**src/design/pudc_pkg.sv**
```systemverilog
// shared constants and types for the presettable up/down counter
// Functional notes
// RULE1 - preset high copies preset value at once
// RULE2 - enabled and not preset: step one per clock
// RULE3 - preset low and enable high holds count
// RULE4 - base select high binary, low decimal
// RULE5 - direction high counts up, low down
// RULE6 - carry low at terminal value while enabled
// RULE7 - count wraps past terminal value per base
package pudc_pkg;

    // register byte offsets
    localparam logic [11:0] PUDC_CTRL_OFS   = 12'h000;
    localparam logic [11:0] PUDC_PRESET_OFS = 12'h004;
    localparam logic [11:0] PUDC_STATUS_OFS = 12'h008;

    // control field positions
    localparam int PUDC_CTRL_LOAD_BIT = 0;
    localparam int PUDC_CTRL_ENN_BIT  = 1;
    localparam int PUDC_CTRL_BIN_BIT  = 2;
    localparam int PUDC_CTRL_UP_BIT   = 3;

    // status field positions
    localparam int PUDC_STAT_COUNT_LSB = 0;
    localparam int PUDC_STAT_CARRY_BIT = 4;

    // terminal values
    localparam logic [3:0] PUDC_MAX_BIN = 4'hF;
    localparam logic [3:0] PUDC_MAX_DEC = 4'h9;
    localparam logic [3:0] PUDC_MIN     = 4'h0;

    // reset values
    localparam logic [3:0] PUDC_COUNT_RST  = 4'h0;
    localparam logic [3:0] PUDC_PRESET_RST = 4'h0;

    // synchroniser depth before edge detection
    localparam int PUDC_SYNC_STAGES = 2;

    // software control bits
    typedef struct packed {
        logic count_up;
        logic binary_mode;
        logic count_enable_n;
        logic preset_load;
    } pudc_ctrl_s;

    localparam pudc_ctrl_s PUDC_CTRL_RST = '{
        count_up:       1'b1,
        binary_mode:    1'b1,
        count_enable_n: 1'b1,
        preset_load:    1'b0
    };

endpackage

```
**src/design/pudc_counter.sv**
```systemverilog
// four-bit presettable up/down binary/decade counter with apb registers
//
// The implementer's own choices: the APB slave port and the address map.
`timescale 1ns/1ps
module pudc_counter
(
    input  wire logic        pclk,
    input  wire logic        presetn,
    input  wire logic        psel,
    input  wire logic        penable,
    input  wire logic        pwrite,
    input  wire logic [11:0] paddr,
    input  wire logic [31:0] pwdata,
    output logic      [31:0] prdata,
    output logic             pready,
    output logic             pslverr,
    input  wire logic        count_clock,
    output logic      [3:0]  count_value_out,
    output logic             terminal_carry_n
);

    // apb phase and address decode
    logic                    setup_phase;
    logic                    access_done;
    logic                    hit_ctrl;
    logic                    hit_preset;
    logic                    hit_status;
    logic                    hit_any;
    logic                    wr_ctrl;
    logic                    wr_preset;

    // apb response state
    logic [31:0]             read_word;
    logic [31:0]             next_prdata;
    logic                    next_pready;
    logic                    next_pslverr;

    // software-visible control and preset value
    pudc_pkg::pudc_ctrl_s    ctrl;
    pudc_pkg::pudc_ctrl_s    next_ctrl;
    logic [3:0]              preset_value_in;
    logic [3:0]              next_preset_value_in;

    // counter state
    logic                    count_edge;
    logic [3:0]              step_max;
    logic [3:0]              next_max;
    logic [3:0]              next_count;
    logic                    next_carry_n;

    // count clock pin is asynchronous, so it is synchronised first
    pudc_edge_sync u_edge_sync
    (
        .pclk       (pclk),
        .presetn    (presetn),
        .async_in   (count_clock),
        .rise_pulse (count_edge)
    );

    // a transfer completes only where the access phase meets ready
    assign setup_phase = psel & ~penable;
    assign access_done = psel & penable & pready;
    assign hit_ctrl    = (paddr == pudc_pkg::PUDC_CTRL_OFS);
    assign hit_preset  = (paddr == pudc_pkg::PUDC_PRESET_OFS);
    assign hit_status  = (paddr == pudc_pkg::PUDC_STATUS_OFS);
    assign hit_any     = hit_ctrl | hit_preset | hit_status;
    assign wr_ctrl     = access_done & pwrite & hit_ctrl;
    assign wr_preset   = access_done & pwrite & hit_preset;

    // read mux; status is taken in the setup cycle, so it is one clock old
    always_comb
    begin
        read_word = 32'h0000_0000;
        if (hit_ctrl)
        begin
            read_word[pudc_pkg::PUDC_CTRL_LOAD_BIT] = ctrl.preset_load;
            read_word[pudc_pkg::PUDC_CTRL_ENN_BIT]  = ctrl.count_enable_n;
            read_word[pudc_pkg::PUDC_CTRL_BIN_BIT]  = ctrl.binary_mode;
            read_word[pudc_pkg::PUDC_CTRL_UP_BIT]   = ctrl.count_up;
        end
        else if (hit_preset)
        begin
            read_word[3:0] = preset_value_in;
        end
        else if (hit_status)
        begin
            read_word[pudc_pkg::PUDC_STAT_COUNT_LSB +: 4] = count_value_out;
            read_word[pudc_pkg::PUDC_STAT_CARRY_BIT]      = terminal_carry_n;
        end
    end

    // one wait-free access: ready is raised by the setup cycle
    always_comb
    begin
        next_pready  = setup_phase;
        next_pslverr = setup_phase & ~hit_any;
        next_prdata  = prdata;
        if (setup_phase && !pwrite)
        begin
            next_prdata = read_word;
        end
    end

    // apb response registers
    always_ff @(posedge pclk or negedge presetn)
    begin
        if (!presetn)
        begin
            prdata  <= 32'h0000_0000;
            pready  <= 1'b0;
            pslverr <= 1'b0;
        end
        else
        begin
            prdata  <= next_prdata;
            pready  <= next_pready;
            pslverr <= next_pslverr;
        end
    end

    // control and preset writes land at the completing access edge
    always_comb
    begin
        next_ctrl            = ctrl;
        next_preset_value_in = preset_value_in;
        if (wr_ctrl)
        begin
            next_ctrl.preset_load    = pwdata[pudc_pkg::PUDC_CTRL_LOAD_BIT];
            next_ctrl.count_enable_n = pwdata[pudc_pkg::PUDC_CTRL_ENN_BIT];
            next_ctrl.binary_mode    = pwdata[pudc_pkg::PUDC_CTRL_BIN_BIT];
            next_ctrl.count_up       = pwdata[pudc_pkg::PUDC_CTRL_UP_BIT];
        end
        if (wr_preset)
        begin
            next_preset_value_in = pwdata[3:0];
        end
    end

    // control registers; reset leaves the counter disabled
    always_ff @(posedge pclk or negedge presetn)
    begin
        if (!presetn)
        begin
            ctrl            <= pudc_pkg::PUDC_CTRL_RST;
            preset_value_in <= pudc_pkg::PUDC_PRESET_RST;
        end
        else
        begin
            ctrl            <= next_ctrl;
            preset_value_in <= next_preset_value_in;
        end
    end

    // next count: preset wins, then an enabled count edge steps once
    always_comb
    begin
        step_max   = ctrl.binary_mode ? pudc_pkg::PUDC_MAX_BIN   // RULE4
                                      : pudc_pkg::PUDC_MAX_DEC;
        next_count = count_value_out;                            // RULE3
        if (ctrl.preset_load)
        begin
            // preset follows the value within one clock, not an edge
            next_count = preset_value_in;                        // RULE1
        end
        else if (!ctrl.count_enable_n && count_edge)             // RULE2
        begin
            if (ctrl.count_up)                                   // RULE5
            begin
                // a decade count above nine also wraps to zero
                if (count_value_out >= step_max)
                begin
                    next_count = pudc_pkg::PUDC_MIN;             // RULE7
                end
                else
                begin
                    next_count = count_value_out + 4'h1;
                end
            end
            else
            begin
                if (count_value_out == pudc_pkg::PUDC_MIN)
                begin
                    next_count = step_max;                       // RULE7
                end
                else
                begin
                    next_count = count_value_out - 4'h1;
                end
            end
        end
    end

    // carry is worked out from next values so it lines up with the count
    always_comb
    begin
        next_max = next_ctrl.binary_mode ? pudc_pkg::PUDC_MAX_BIN
                                         : pudc_pkg::PUDC_MAX_DEC;
        if (next_ctrl.count_enable_n)
        begin
            next_carry_n = 1'b1;                                 // RULE6
        end
        else if (next_ctrl.count_up)
        begin
            next_carry_n = (next_count != next_max);             // RULE6
        end
        else
        begin
            next_carry_n = (next_count != pudc_pkg::PUDC_MIN);   // RULE6
        end
    end

    // counter registers
    always_ff @(posedge pclk or negedge presetn)
    begin
        if (!presetn)
        begin
            count_value_out  <= pudc_pkg::PUDC_COUNT_RST;
            terminal_carry_n <= 1'b1;
        end
        else
        begin
            count_value_out  <= next_count;
            terminal_carry_n <= next_carry_n;
        end
    end

endmodule // pudc_counter

```
**src/design/pudc_edge_sync.sv**
```systemverilog
// two-stage synchroniser with rising edge pulse for the count clock pin
`timescale 1ns/1ps
module pudc_edge_sync
(
    input  wire logic pclk,
    input  wire logic presetn,
    input  wire logic async_in,
    output logic      rise_pulse
);

    logic [pudc_pkg::PUDC_SYNC_STAGES-1:0] sync_ff;
    logic                                  last_level;
    logic [pudc_pkg::PUDC_SYNC_STAGES-1:0] next_sync_ff;
    logic                                  next_last_level;
    logic                                  next_rise_pulse;

    // only the last stage feeds the edge detector
    always_comb
    begin
        next_sync_ff    = {sync_ff[pudc_pkg::PUDC_SYNC_STAGES-2:0], async_in};
        next_last_level = sync_ff[pudc_pkg::PUDC_SYNC_STAGES-1];
        next_rise_pulse = sync_ff[pudc_pkg::PUDC_SYNC_STAGES-1] & ~last_level;
    end

    always_ff @(posedge pclk or negedge presetn)
    begin
        if (!presetn)
        begin
            sync_ff    <= '0;
            last_level <= 1'b0;
            rise_pulse <= 1'b0;
        end
        else
        begin
            sync_ff    <= next_sync_ff;
            last_level <= next_last_level;
            rise_pulse <= next_rise_pulse;
        end
    end

endmodule // pudc_edge_sync

```
**config.mk**
```make
export PLATFORM = sky130hd
export DESIGN_NAME = pudc_counter
export DESIGN_NICKNAME = d
export VERILOG_FILES = /design/src/design/pudc_pkg.sv /design/src/design/pudc_counter.sv /design/src/design/pudc_edge_sync.sv
export SDC_FILE = /design/constraint.sdc
export NUM_CORES = 1
export LEC_CHECK = 0
export ABC_AREA = 1
export BUFFER_PORTS_ARGS = -buffer_cell sky130_fd_sc_hd__buf_2
export CORE_UTILIZATION = 44
export CTS_CLUSTER_DIAMETER = 50
export DETAILED_ROUTE_END_ITERATION = 10
export HOLD_SLACK_MARGIN = 0.06
export PLACE_DENSITY = 0.8
export SETUP_SLACK_MARGIN = 0.02
export SLEW_MARGIN = 20
export SYNTH_ARGS = -nofsm -noshare
export SYNTH_HDL_FRONTEND = slang
export SYNTH_SLANG_ARGS = --single-unit
export TNS_END_PERCENT = 10
```
**constraint.sdc**
```tcl
create_clock -name pclk -period 2.1 [get_ports pclk]
set_input_delay 0.105 -clock pclk [delete_from_list [all_inputs] [get_ports pclk]]
set_output_delay 0.105 -clock pclk [all_outputs]
set_load 0.05 [all_outputs]
```
# ---- Word level (Yosys, flattened, before mapping)
# Cells that the tools add are included.
dict set report classes {
  add_sub_neg 2
  n_lt_le_gt_ge 1
  eq_ne 3
  n_mux 15
  bitwise_logic 13
  reduce_logical 7
}
# cell count
set ops {}
lappend ops {{4-bit two-way mux} 8}
lappend ops {{12-bit by 3-bit == test with 1-bit output (second input constant)} 1}
lappend ops {{12-bit by 4-bit == test with 1-bit output (second input constant)} 1}
lappend ops {{12-bit logical NOT} 1}
lappend ops {{1-bit AND} 8}
lappend ops {{3-bit two-way mux} 2}
lappend ops {{5-bit two-way mux} 1}
lappend ops {{4-bit by 1-bit adder with 4-bit output (second input constant)} 1}
lappend ops {{4-bit >= comparator} 1}
lappend ops {{4-bit logical NOT} 1}
lappend ops {{1-bit two-way mux} 4}
lappend ops {{4-bit != test} 1}
lappend ops {{4-bit nonzero test} 1}
lappend ops {{4-bit by 1-bit subtractor with 4-bit output (second input constant)} 1}
lappend ops {{1-bit inverter} 3}
lappend ops {{1-bit logical AND} 2}
lappend ops {{1-bit logical NOT} 2}
lappend ops {{1-bit OR} 2}
dict set report word_totals {
  reg_bits 24
  inputBits 50
  output_inout_bits 39
  elab_cells 54
}

# ---- Depth between registers and ports, before layout
# Gate-level depths: netlist (run 1).
dict set report logic_depth {
  ltp_word 9
  ltp_mapped 16
}

# ---- By module
# A second synthesis (run 1) with hierarchy kept.
dict set report hier_totals {
  cells_unflattened 230
  hier_area_um2 1619.1
}
# module instances cells_each area_per_inst_um2 seq_area_each_um2
set modules_own_cells {}
lappend modules_own_cells {pudc_counter 1 224 1508.9 505.5}
lappend modules_own_cells {pudc_edge_sync 1 6 110.1 100.1}

# ---- Worst setup path after synthesis (run 1)
# No wires, ideal clock.
dict set report synth_timing {
  path_type {register to register}
  start {register count_value_out[0]}
  end {register terminal_carry_n}
  setup_time_ns 0.077
  t_arrival_ns 1.824
  path_slack_ns 0.199
  path_stages_with_launch 15
  path_buffers 0
  synth_period_minus_slack_ns 1.901
  cell_sequence {dfrtp_1 inv_1 ha_1 nand2_1 nand2_1 nor2_1 nor2_1 nor2_1 nand2_1 nand2_1 nand3_1 nand2_1 nand2_1 nor2_1 nand2_1}
}
dict set report synth_between {
  elab_chain_cells 8
  word_cells_on_any_way 13
  cone_classes {add/sub: 2; order compare: 1; eq/ne: 1; mux: 7; reduce/logical: 2}
}
# item line
set synth_rtl {}
lappend synth_rtl {{start, declared} pudc_counter.sv:18} ;# output logic [3:0] count_value_out,
lappend synth_rtl {{start signal, assigned} pudc_counter.sv:217} ;# count_value_out <= pudc_pkg::PUDC_COUNT_RST;
lappend synth_rtl {{start signal, assigned} pudc_counter.sv:222} ;# count_value_out <= next_count;
lappend synth_rtl {{4-bit by 1-bit subtractor with 4-bit output, or another cell as far along} pudc_counter.sv:187} ;# next_count = count_value_out - 4'h1;
lappend synth_rtl {{4-bit two-way mux, on equally long branches} {pudc_counter.sv:181, pudc_counter.sv:170}}
lappend synth_rtl {{4-bit two-way mux} pudc_counter.sv:167} ;# if (ctrl.count_up)
lappend synth_rtl {{4-bit two-way mux (*)} pudc_counter.sv:165} ;# else if (!ctrl.count_enable_n && count_edge)
lappend synth_rtl {{4-bit two-way mux (*)} pudc_counter.sv:160} ;# if (ctrl.preset_load)
lappend synth_rtl {{4-bit != test or 4-bit nonzero test (tied branches)} {pudc_counter.sv:204, pudc_counter.sv:208}}
lappend synth_rtl {{1-bit two-way mux (*)} pudc_counter.sv:202} ;# else if (next_ctrl.count_up)
lappend synth_rtl {{1-bit two-way mux (*)} pudc_counter.sv:198} ;# if (next_ctrl.count_enable_n)
lappend synth_rtl {{net next_carry_n} pudc_counter.sv:49} ;# logic next_carry_n;
lappend synth_rtl {{end signal, assigned} pudc_counter.sv:223} ;# terminal_carry_n <= next_carry_n;
lappend synth_rtl {{end, declared} pudc_counter.sv:19} ;# output logic terminal_carry_n
# The timed path passes the listed nets; every way through them passes the cells marked *.
# A chain may end at the register's enable or synchronous reset.

# ---- Final worst setup path (run 1)
dict set report layout_timing {
  start {register ctrl[2] (netlist bit)}
  end {register terminal_carry_n}
}
dict set report layout_between {
  elab_chain_cells 9
  word_cells_on_any_way 13
  cone_classes {order compare: 1; eq/ne: 1; mux: 10; reduce/logical: 1}
}
# item line
set layout_rtl {}
lappend layout_rtl {{start, declared} pudc_counter.sv:39} ;# pudc_pkg::pudc_ctrl_s ctrl;
lappend layout_rtl {{start signal, assigned} pudc_counter.sv:144} ;# ctrl <= pudc_pkg::PUDC_CTRL_RST;
lappend layout_rtl {{start signal, assigned} pudc_counter.sv:149} ;# ctrl <= next_ctrl;
lappend layout_rtl {{3-bit two-way mux (*)} pudc_counter.sv:157} ;# step_max = ctrl.binary_mode ? pudc_pkg::PUDC_MAX_BIN
lappend layout_rtl {{4-bit >= comparator (*)} pudc_counter.sv:170} ;# if (count_value_out >= step_max)
lappend layout_rtl {{4-bit two-way mux (*)} pudc_counter.sv:170}
lappend layout_rtl {{4-bit two-way mux (*)} pudc_counter.sv:167}
lappend layout_rtl {{4-bit two-way mux (*)} pudc_counter.sv:165}
lappend layout_rtl {{4-bit two-way mux (*)} pudc_counter.sv:160}
lappend layout_rtl {{net next_count[0]} pudc_counter.sv:48} ;# logic [3:0] next_count;
lappend layout_rtl {{4-bit != test or 4-bit nonzero test (tied branches)} {pudc_counter.sv:204, pudc_counter.sv:208}}
lappend layout_rtl {{1-bit two-way mux (*)} pudc_counter.sv:202}
lappend layout_rtl {{1-bit two-way mux (*)} pudc_counter.sv:198}
lappend layout_rtl {{net next_carry_n} pudc_counter.sv:49}
# Marks and branches as above.

==> results of run 1 <==
cell families after synthesis:
logic type / count (synthesis)
and+or+nand+nor: 108
buffers and inverters: 57
DFF: 24
AOI/OAI and AO/OA: 20
adders and majority gates: 4
muxes: 3
other: 1
xor gates and xnor gates: 1
layer usage:
metal  share of wire, %  wire, µm
met1                 43      1380
met2                 50      1600
met3                5.4       173
met4                1.5        48
met5                  0         0
area by class of cell:
cell class | instances | share of cell area, %
timing repair buffer | 42 | 13.6
sequential | 24 | 33.0
inverter | 29 | 5.92
clock inverter | 1 | 1.63
clock buffer | 3 | 1.22
tap | 46 | 3.13
multi-input combinational | 163 | 41.5
registers in the layout, indices dropped and copies added, names as in the netlist, 2 cells and up:
name	cells
prdata	5
count_value_out	4
ctrl	4
preset_value_in	4
u_edge_sync.sync_ff	2
cells in the mapped netlist:
library cell | instances | share of area (%)
o21ai_1 | 1 | 0.32
buf_4 | 27 | 13
nor2_4 | 1 | 0.71
o21ai_0 | 8 | 2.5
nor2_2 | 2 | 0.79
clkbuf_1 | 1 | 0.24
nand4_1 | 2 | 0.79
o221ai_1 | 4 | 2.2
nand3b_1 | 1 | 0.47
nor2_1 | 20 | 4.7
inv_1 | 28 | 6.6
dfrtp_1 | 20 | 32
xor2_1 | 1 | 0.55
nor3_1 | 1 | 0.32
inv_2 | 1 | 0.24
mux2_2 | 3 | 2.1
nand3_1 | 16 | 5.0
a311oi_1 | 1 | 0.55
nand2_1 | 64 | 15
or3_1 | 1 | 0.39
dfstp_2 | 4 | 6.6
ha_1 | 4 | 3.2
a21oi_1 | 6 | 1.9
conb_1 | 1 | 0.24
what timing repair did:
| item | CTS | global route |
|---|---|---|
| endpoints found under the setup margin | 0 | 1 |
| hold endpoints to repair | 26 | 0 |
| resized for setup | 0 | 1 |
| buffers inserted | 0 | 0 |
| hold buffers | 7 | 0 |
power by group through the flow:
stage | combinational [W] | clock (W) | sequential [W]
global route | 0.000194 | 0.000348 | 0.000471
global placement | 0.000166 | 0 | 0.000479
floorplan | 0.000163 | 0 | 0.000486
finish | 0.000179 | 0.000326 | 0.000471
CTS | 0.000178 | 0.000332 | 0.000471
detailed placement | 0.000168 | 0 | 0.000479
worst min-delay path by stage:
stage,startpoint,to
detailed placement,presetn,u_edge_sync.sync_ff[1]
global placement,presetn,u_edge_sync.sync_ff[0]
floorplan,presetn,count_value_out[0]
finish,pwdata[1],preset_value_in[1]
CTS,pwdata[1],preset_value_in[1]
global route,pwdata[1],preset_value_in[1]
critical path, cell delays in order (launching register included):
cell and delay [ns]:
dfstp_2 0.55, inv_1 0.08, ha_1 0.28, nand2_1 0.07
inv_1 0.04, nand2_1 0.07, nand2_1 0.06, nand2_1 0.06
nand2_1 0.05, nand2_1 0.08, nand2_1 0.08, inv_1 0.09
nand3_1 0.07, nand2_1 0.06, nand2_1 0.04, inv_1 0.04
nand2_1 0.05
per-stage QoR:
step / hold slack (ns) / total power, W
finish: 0.0884 / 0.000975
global route: 0.0825 / 0.00101
CTS: 0.0856 / 0.000982
detailed placement: 0.108 / 0.000648
global placement: 0.103 / 0.000645
floorplan: -0.191 / 0.000649
==> impl_metrics.csv, run 1 <==
group,metric,value,unit
layout,final_util,54.3,%
layout,num_antenna_cells,0,
placed_design,gp_congestion,0.806,
timing,timing.slew.headroom,65.0,%
worst_setup_path,start_point_of_the_critical_path,"ctrl[2]",
route,drt_pass1_iterations,4,
timing,fin_crit_sh,87.3,%
clock_tree,cts.root.buffer_cell,"clkbuf_4",
route,routed_via_density,4.66,
route,wl_per_cell,10.4,µm
power_and_ir_drop,leakage_component_of_the_power,1.03,nW
route,routed-via-count,1436,
worst_setup_path,reg2reg_depth,16,
global_routing,globalRouteOverflowTotal,0,
layout,most_used_cells_in_the_layout_excluding_fill_and_tap_cells,"64 x nand2_1, 33 x buf_2, 28 x inv_1, 27 x conb_1, 20 x nor2_1",
clock_tree,ctsHtreeMaxLevel,1,
layout,layout.nets,317,
timing,max_freq,545,MHz
synthesis,post_synth_fa_ha_maj_area_fraction,3.15,%
worst_setup_path,cp-endpoint,"terminal_carry_n",
worst_hold_path,hp-class,"in -> reg",
synthesis,synth_compound_gate_area_share,7.49,%
layout,final_common_cell,"nand2_1",
layout,seqCellArea,607,µm²
global_routing,first_global_vias,1223,
worst_setup_path,timing.rr.start,"ctrl[2]",
synthesis,syn_area,1590,µm²
layout,design_area,1840,µm²
floorplan,die_y,62.0,µm
global_routing,grt-busiest-layer,"met2",
layout,drive_above_1_share,19.5,%
floorplan,ports,89,
worst_setup_path,worst_setup_path_end_kind,"register",
clock_tree,cts.reportedPaths.clkPinSlew,0.13,ns
timing,worst_slew_pin_slew,0.525,ns
route,antenna_violating_nets_post_route,0,
synthesis,yosys-mux-area-fraction,2.13,%
flow_run,max_cap_viol_count,0,
timing,grt_setup_unrepaired,"no",
synthesis,postSynthRegisterBits,24,
placed_design,placedCellCount,297,
layout,flow.area_growth_from_synthesis,15.9,%
clock_tree,cts_buffers,3,
worst_setup_path,type_of_origin_of_the_critical_path,"register",
placed_design,place.detailed.hpwl,2.46,mm
floorplan,die_width,62.0,µm
clock_tree,clk_path_buf_depth,2,
timing,setup_total_negative_slack,0,ns
layout,stdcell_count,308,
outcome,outcome,"finished, final reports clean",
timing,setup_slack,0.266,ns
power_and_ir_drop,power_frac_comb,18.3,%
worst_setup_path,worstReg2RegEnd,"terminal_carry_n",
layout,fillers,341,
route,drcViolationCount,0,
power_and_ir_drop,peakVddDrop,0.000294,V
floorplan,initial_utilization,46.8,%
global_routing,grt_first_pass_wirelength,5.11,mm
worst_hold_path,min_delay_path_depth,3,
route,drt_wl_total,3.20,mm
worst_setup_path,reg2reg_setup_slack,0.27,ns
synthesis,synth_top_family_by_area,"simple AND/OR/NAND/NOR gates",
worst_setup_path,data_arrival_time_of_the_worst_path,2.08,ns
power_and_ir_drop,power_switching_share,29.1,%
global_routing,grt_antenna_before_repair,0,
route,first_iter_violations,89,
global_routing,globalRouteMet3Util,1.24,%
timing,worst_clock_skew,0.00917,ns
layout,area_used_by_multi_input_combinational_logic,763,µm²
synthesis,postSynthAreaPerCell,7.28,µm²
floorplan,core,3390,µm²
global_routing,met1_track_usage_gr,23.4,%
clock_tree,worstSkewPairLatency,0.31,ns
placed_design,port_buffers,33,
worst_setup_path,critical_path.max_fanout,4,
floorplan,placementRows,21,
floorplan,fp.dieArea,3850,µm²
synthesis,synth_cell_type_count,24,
placed_design,detailed_place.area,1720,µm²
timing,timing_max_transition_violations_final,0,
synthesis,ys_seq_area_share,38.2,%
synthesis,ys.warnings.count,0,
synthesis,synthCells,218,
clock_tree,cts.sinks,24,
global_routing,grt_util_all_layers,17.9,%
worst_setup_path,timing.critical_path.required,2.35,ns
power_and_ir_drop,p_per_area,530,nW/µm²
worst_setup_path,critPathKind,"reg -> reg",
synthesis,yosys.area_share.simple,28.4,%
power_and_ir_drop,power.sequential.fraction,48.2,%
global_routing,met2_usage,31.2,%
clock_tree,tritoncts,"built",
synthesis,parity_gate_share_of_the_synthesized_area_counting_xor_and_xnor_cells,0.552,%
global_routing,grt_start_max_net_pins,25,
power_and_ir_drop,total_switching_power,0.000283,W
power_and_ir_drop,internal-power,0.000692,W
timing,hold_violations,0,
placed_design,dp_worst_setup_slack,0.286,ns
timing,min_period,1.83,ns
power_and_ir_drop,clock_power_share,33.4,%
timing,setup_viol,0,
Note: power is estimated with default switching activity, not from simulation.
==> inputs of run 2 (changes only) <==
clock period = 2 ns   (was 2.1 ns; I/O delays follow)
==> impl_metrics.csv, run 2 (synthesis gave the netlist of run 1 again) <==
group,metric,value,unit
outcome,outcome,"finished, final reports clean",
worst_setup_path,reg2reg_depth,16,
worst_setup_path,critical-path-max-stage-delay,0.56,ns
global_routing,first_global_vias,1223,
route,drt_pass1_iterations,4,
worst_hold_path,min_delay_path_depth,3,
worst_setup_path,worst_setup_path_end_kind,"register",
clock_tree,ctsHtreeMaxLevel,1,
clock_tree,cts_buffers,3,
clock_tree,cts.sinks,24,
floorplan,fp.dieArea,3850,µm²
layout,largest_register,"prdata",
worst_setup_path,critical-path-slowest-cell,"dfstp_2",
floorplan,ports,89,
global_routing,grt_first_pass_wirelength,5.11,mm
layout,num_antenna_cells,0,
worst_setup_path,reg2reg_setup_slack,0.19,ns
route,first_iter_violations,108,
timing,timing_max_transition_violations_final,0,
floorplan,placementRows,21,
timing,timing.slew.headroom,65.1,%
timing,worst_slew_pin_slew,0.524,ns
timing,max_freq,553,MHz
floorplan,initial_utilization,46.8,%
power_and_ir_drop,leakage_component_of_the_power,1.04,nW
worst_hold_path,whs_endpoint,"preset_value_in[1]",
power_and_ir_drop,peakVddDrop,0.000308,V
worst_setup_path,cpMostUsedCell,"nand2_1",
floorplan,die_width,62.0,µm
layout,stdcell_count,310,
global_routing,grt_antenna_before_repair,0,
worst_setup_path,type_of_origin_of_the_critical_path,"register",
timing,min_period,1.81,ns
global_routing,met1_track_usage_gr,23.4,%
global_routing,met2_usage,31.2,%
timing,fin_crit_sh,90.4,%
worst_setup_path,path_buf_inv,5,
route,drcViolationCount,0,
global_routing,grt_util_all_layers,17.9,%
global_routing,grt-busiest-layer,"met2",
worst_setup_path,largest_delay_share_family_worst_path,"simple AND/OR/NAND/NOR gates",
power_and_ir_drop,fin_total_pwr,0.00102,W
layout,most_used_cells_in_the_layout_excluding_fill_and_tap_cells,"62 x nand2_1, 33 x buf_2, 27 x inv_1, 27 x conb_1, 20 x nor2_1",
worst_setup_path,data_arrival_time_of_the_worst_path,2.05,ns
global_routing,globalRouteMet3Util,1.24,%
clock_tree,cts.reportedPaths.clkPinSlew,0.13,ns
floorplan,core,3390,µm²
timing,setup_viol,0,
worst_setup_path,path_cells,"inv_2, ha_1, nand2_1, inv_1, nand2_1, nand2_1, inv_1, nand3_1, nand3_1, nand2_1, nand2_1, inv_1, nand2_1, nand2_1, inv_1, nand2_1",
worst_setup_path,timing.rr.start,"ctrl[2]",
worst_hold_path,hp-class,"in -> reg",
clock_tree,cts.root.buffer_cell,"clkbuf_4",
power_and_ir_drop,p_per_area,550,nW/µm²
route,antenna_violating_nets_post_route,0,
placed_design,port_buffers,33,
worst_setup_path,critPathKind,"reg -> reg",
layout,final_common_cell,"nand2_1",
clock_tree,tritoncts,"built",
worst_hold_path,worst_hold_startpoint,"pwdata[1]",
timing,setup_total_negative_slack,0,ns
clock_tree,worstSkewPairLatency,0.31,ns
route,wl_per_cell,10.5,µm
timing,hold_ws,0.0846,ns
placed_design,placedCellCount,297,
floorplan,die_y,62.0,µm
worst_setup_path,worstReg2RegEnd,"terminal_carry_n",
layout,layout.nets,319,
route,routed-via-count,1438,
route,drt_wl_total,3.25,mm
timing,hold_violations,0,
global_routing,globalRouteOverflowTotal,0,
timing,worst_clock_skew,0.0116,ns
global_routing,grt_start_max_net_pins,25,
layout,largest_reg_flops,5,
clock_tree,clk_path_buf_depth,2,
placed_design,gp_congestion,0.806,
route,routed_via_density,4.64,
worst_setup_path,critical_path.max_fanout,4,
worst_setup_path,timing.critical_path.required,2.24,ns
flow_run,max_cap_viol_count,0,
layout,final_util,54.9,%
layout,drive_above_1_share,21.2,%
timing,grt_setup_unrepaired,"no",
placed_design,place.detailed.hpwl,2.46,mm
layout,flow.area_growth_from_synthesis,17.2,%
==> run 2: layout make-up <==
type | instances | area (µm²)
clock inverters | 1 | 30.0
inverters | 29 | 109
repair buffers | 44 | 265
well taps | 46 | 57.6
multi-input cells | 163 | 768
clock buffers | 3 | 22.5
fillers | 338 | 1530
flip-flops and latches | 24 | 607
==> run 2: stage by stage <==
stage / setup WS (ns) / area [µm²]
after detailed placement: 0.186 / 1720
after global routing: 0.0187 / 1860
after global placement: 0.194 / 1720
final: 0.192 / 1860
after CTS: 0.159 / 1840
after floorplan: 0.0988 / 1680
==> run 2: worst reg2reg max path, stage by stage (launching register included) <==
cell	delay (ns)
dfstp_2	0.56
inv_2	0.05
ha_1	0.27
nand2_1	0.08
inv_1	0.04
nand2_1	0.07
nand2_1	0.07
inv_1	0.07
nand3_1	0.07
nand3_1	0.09
nand2_1	0.05
nand2_1	0.10
inv_1	0.05
nand2_1	0.05
nand2_1	0.05
inv_1	0.04
nand2_1	0.05
==> run 2: worst max-delay path by stage <==
stage | start | endpoint | slack, ns | cells past startpoint
after floorplan | count_value_out[0] | terminal_carry_n | 0.1 | 14
after global placement | ctrl[2] | terminal_carry_n | 0.19 | 16
after global routing | ctrl[2] | terminal_carry_n | 0.02 | 16
after CTS | ctrl[2] | terminal_carry_n | 0.16 | 16
after detailed placement | ctrl[2] | terminal_carry_n | 0.19 | 16
final | ctrl[2] | terminal_carry_n | 0.19 | 16
==> run 2: repair_timing <==
action | in CTS | in global routing
hold buffers | 7 | 0
setup buffers | 0 | 2
endpoints found under the hold margin | 27 | 0
setup endpoints to repair | 0 | 1
gates resized for setup | 0 | 4
==> run 2: layer usage <==
layer / wire length [µm] / vias up
met5: 0 / -
met4: 33 / 0
met3: 193 / 4
met2: 1610 / 59
met1: 1410 / 648
li1: - / 727
==> run 2: report_power, final <==
part	switching, W	internal (W)	leakage (nW)
combinational	0.000156	0.0000324	0.710
sequential	0.00000220	0.000492	0.304
clock	0.000138	0.000202	0.0279
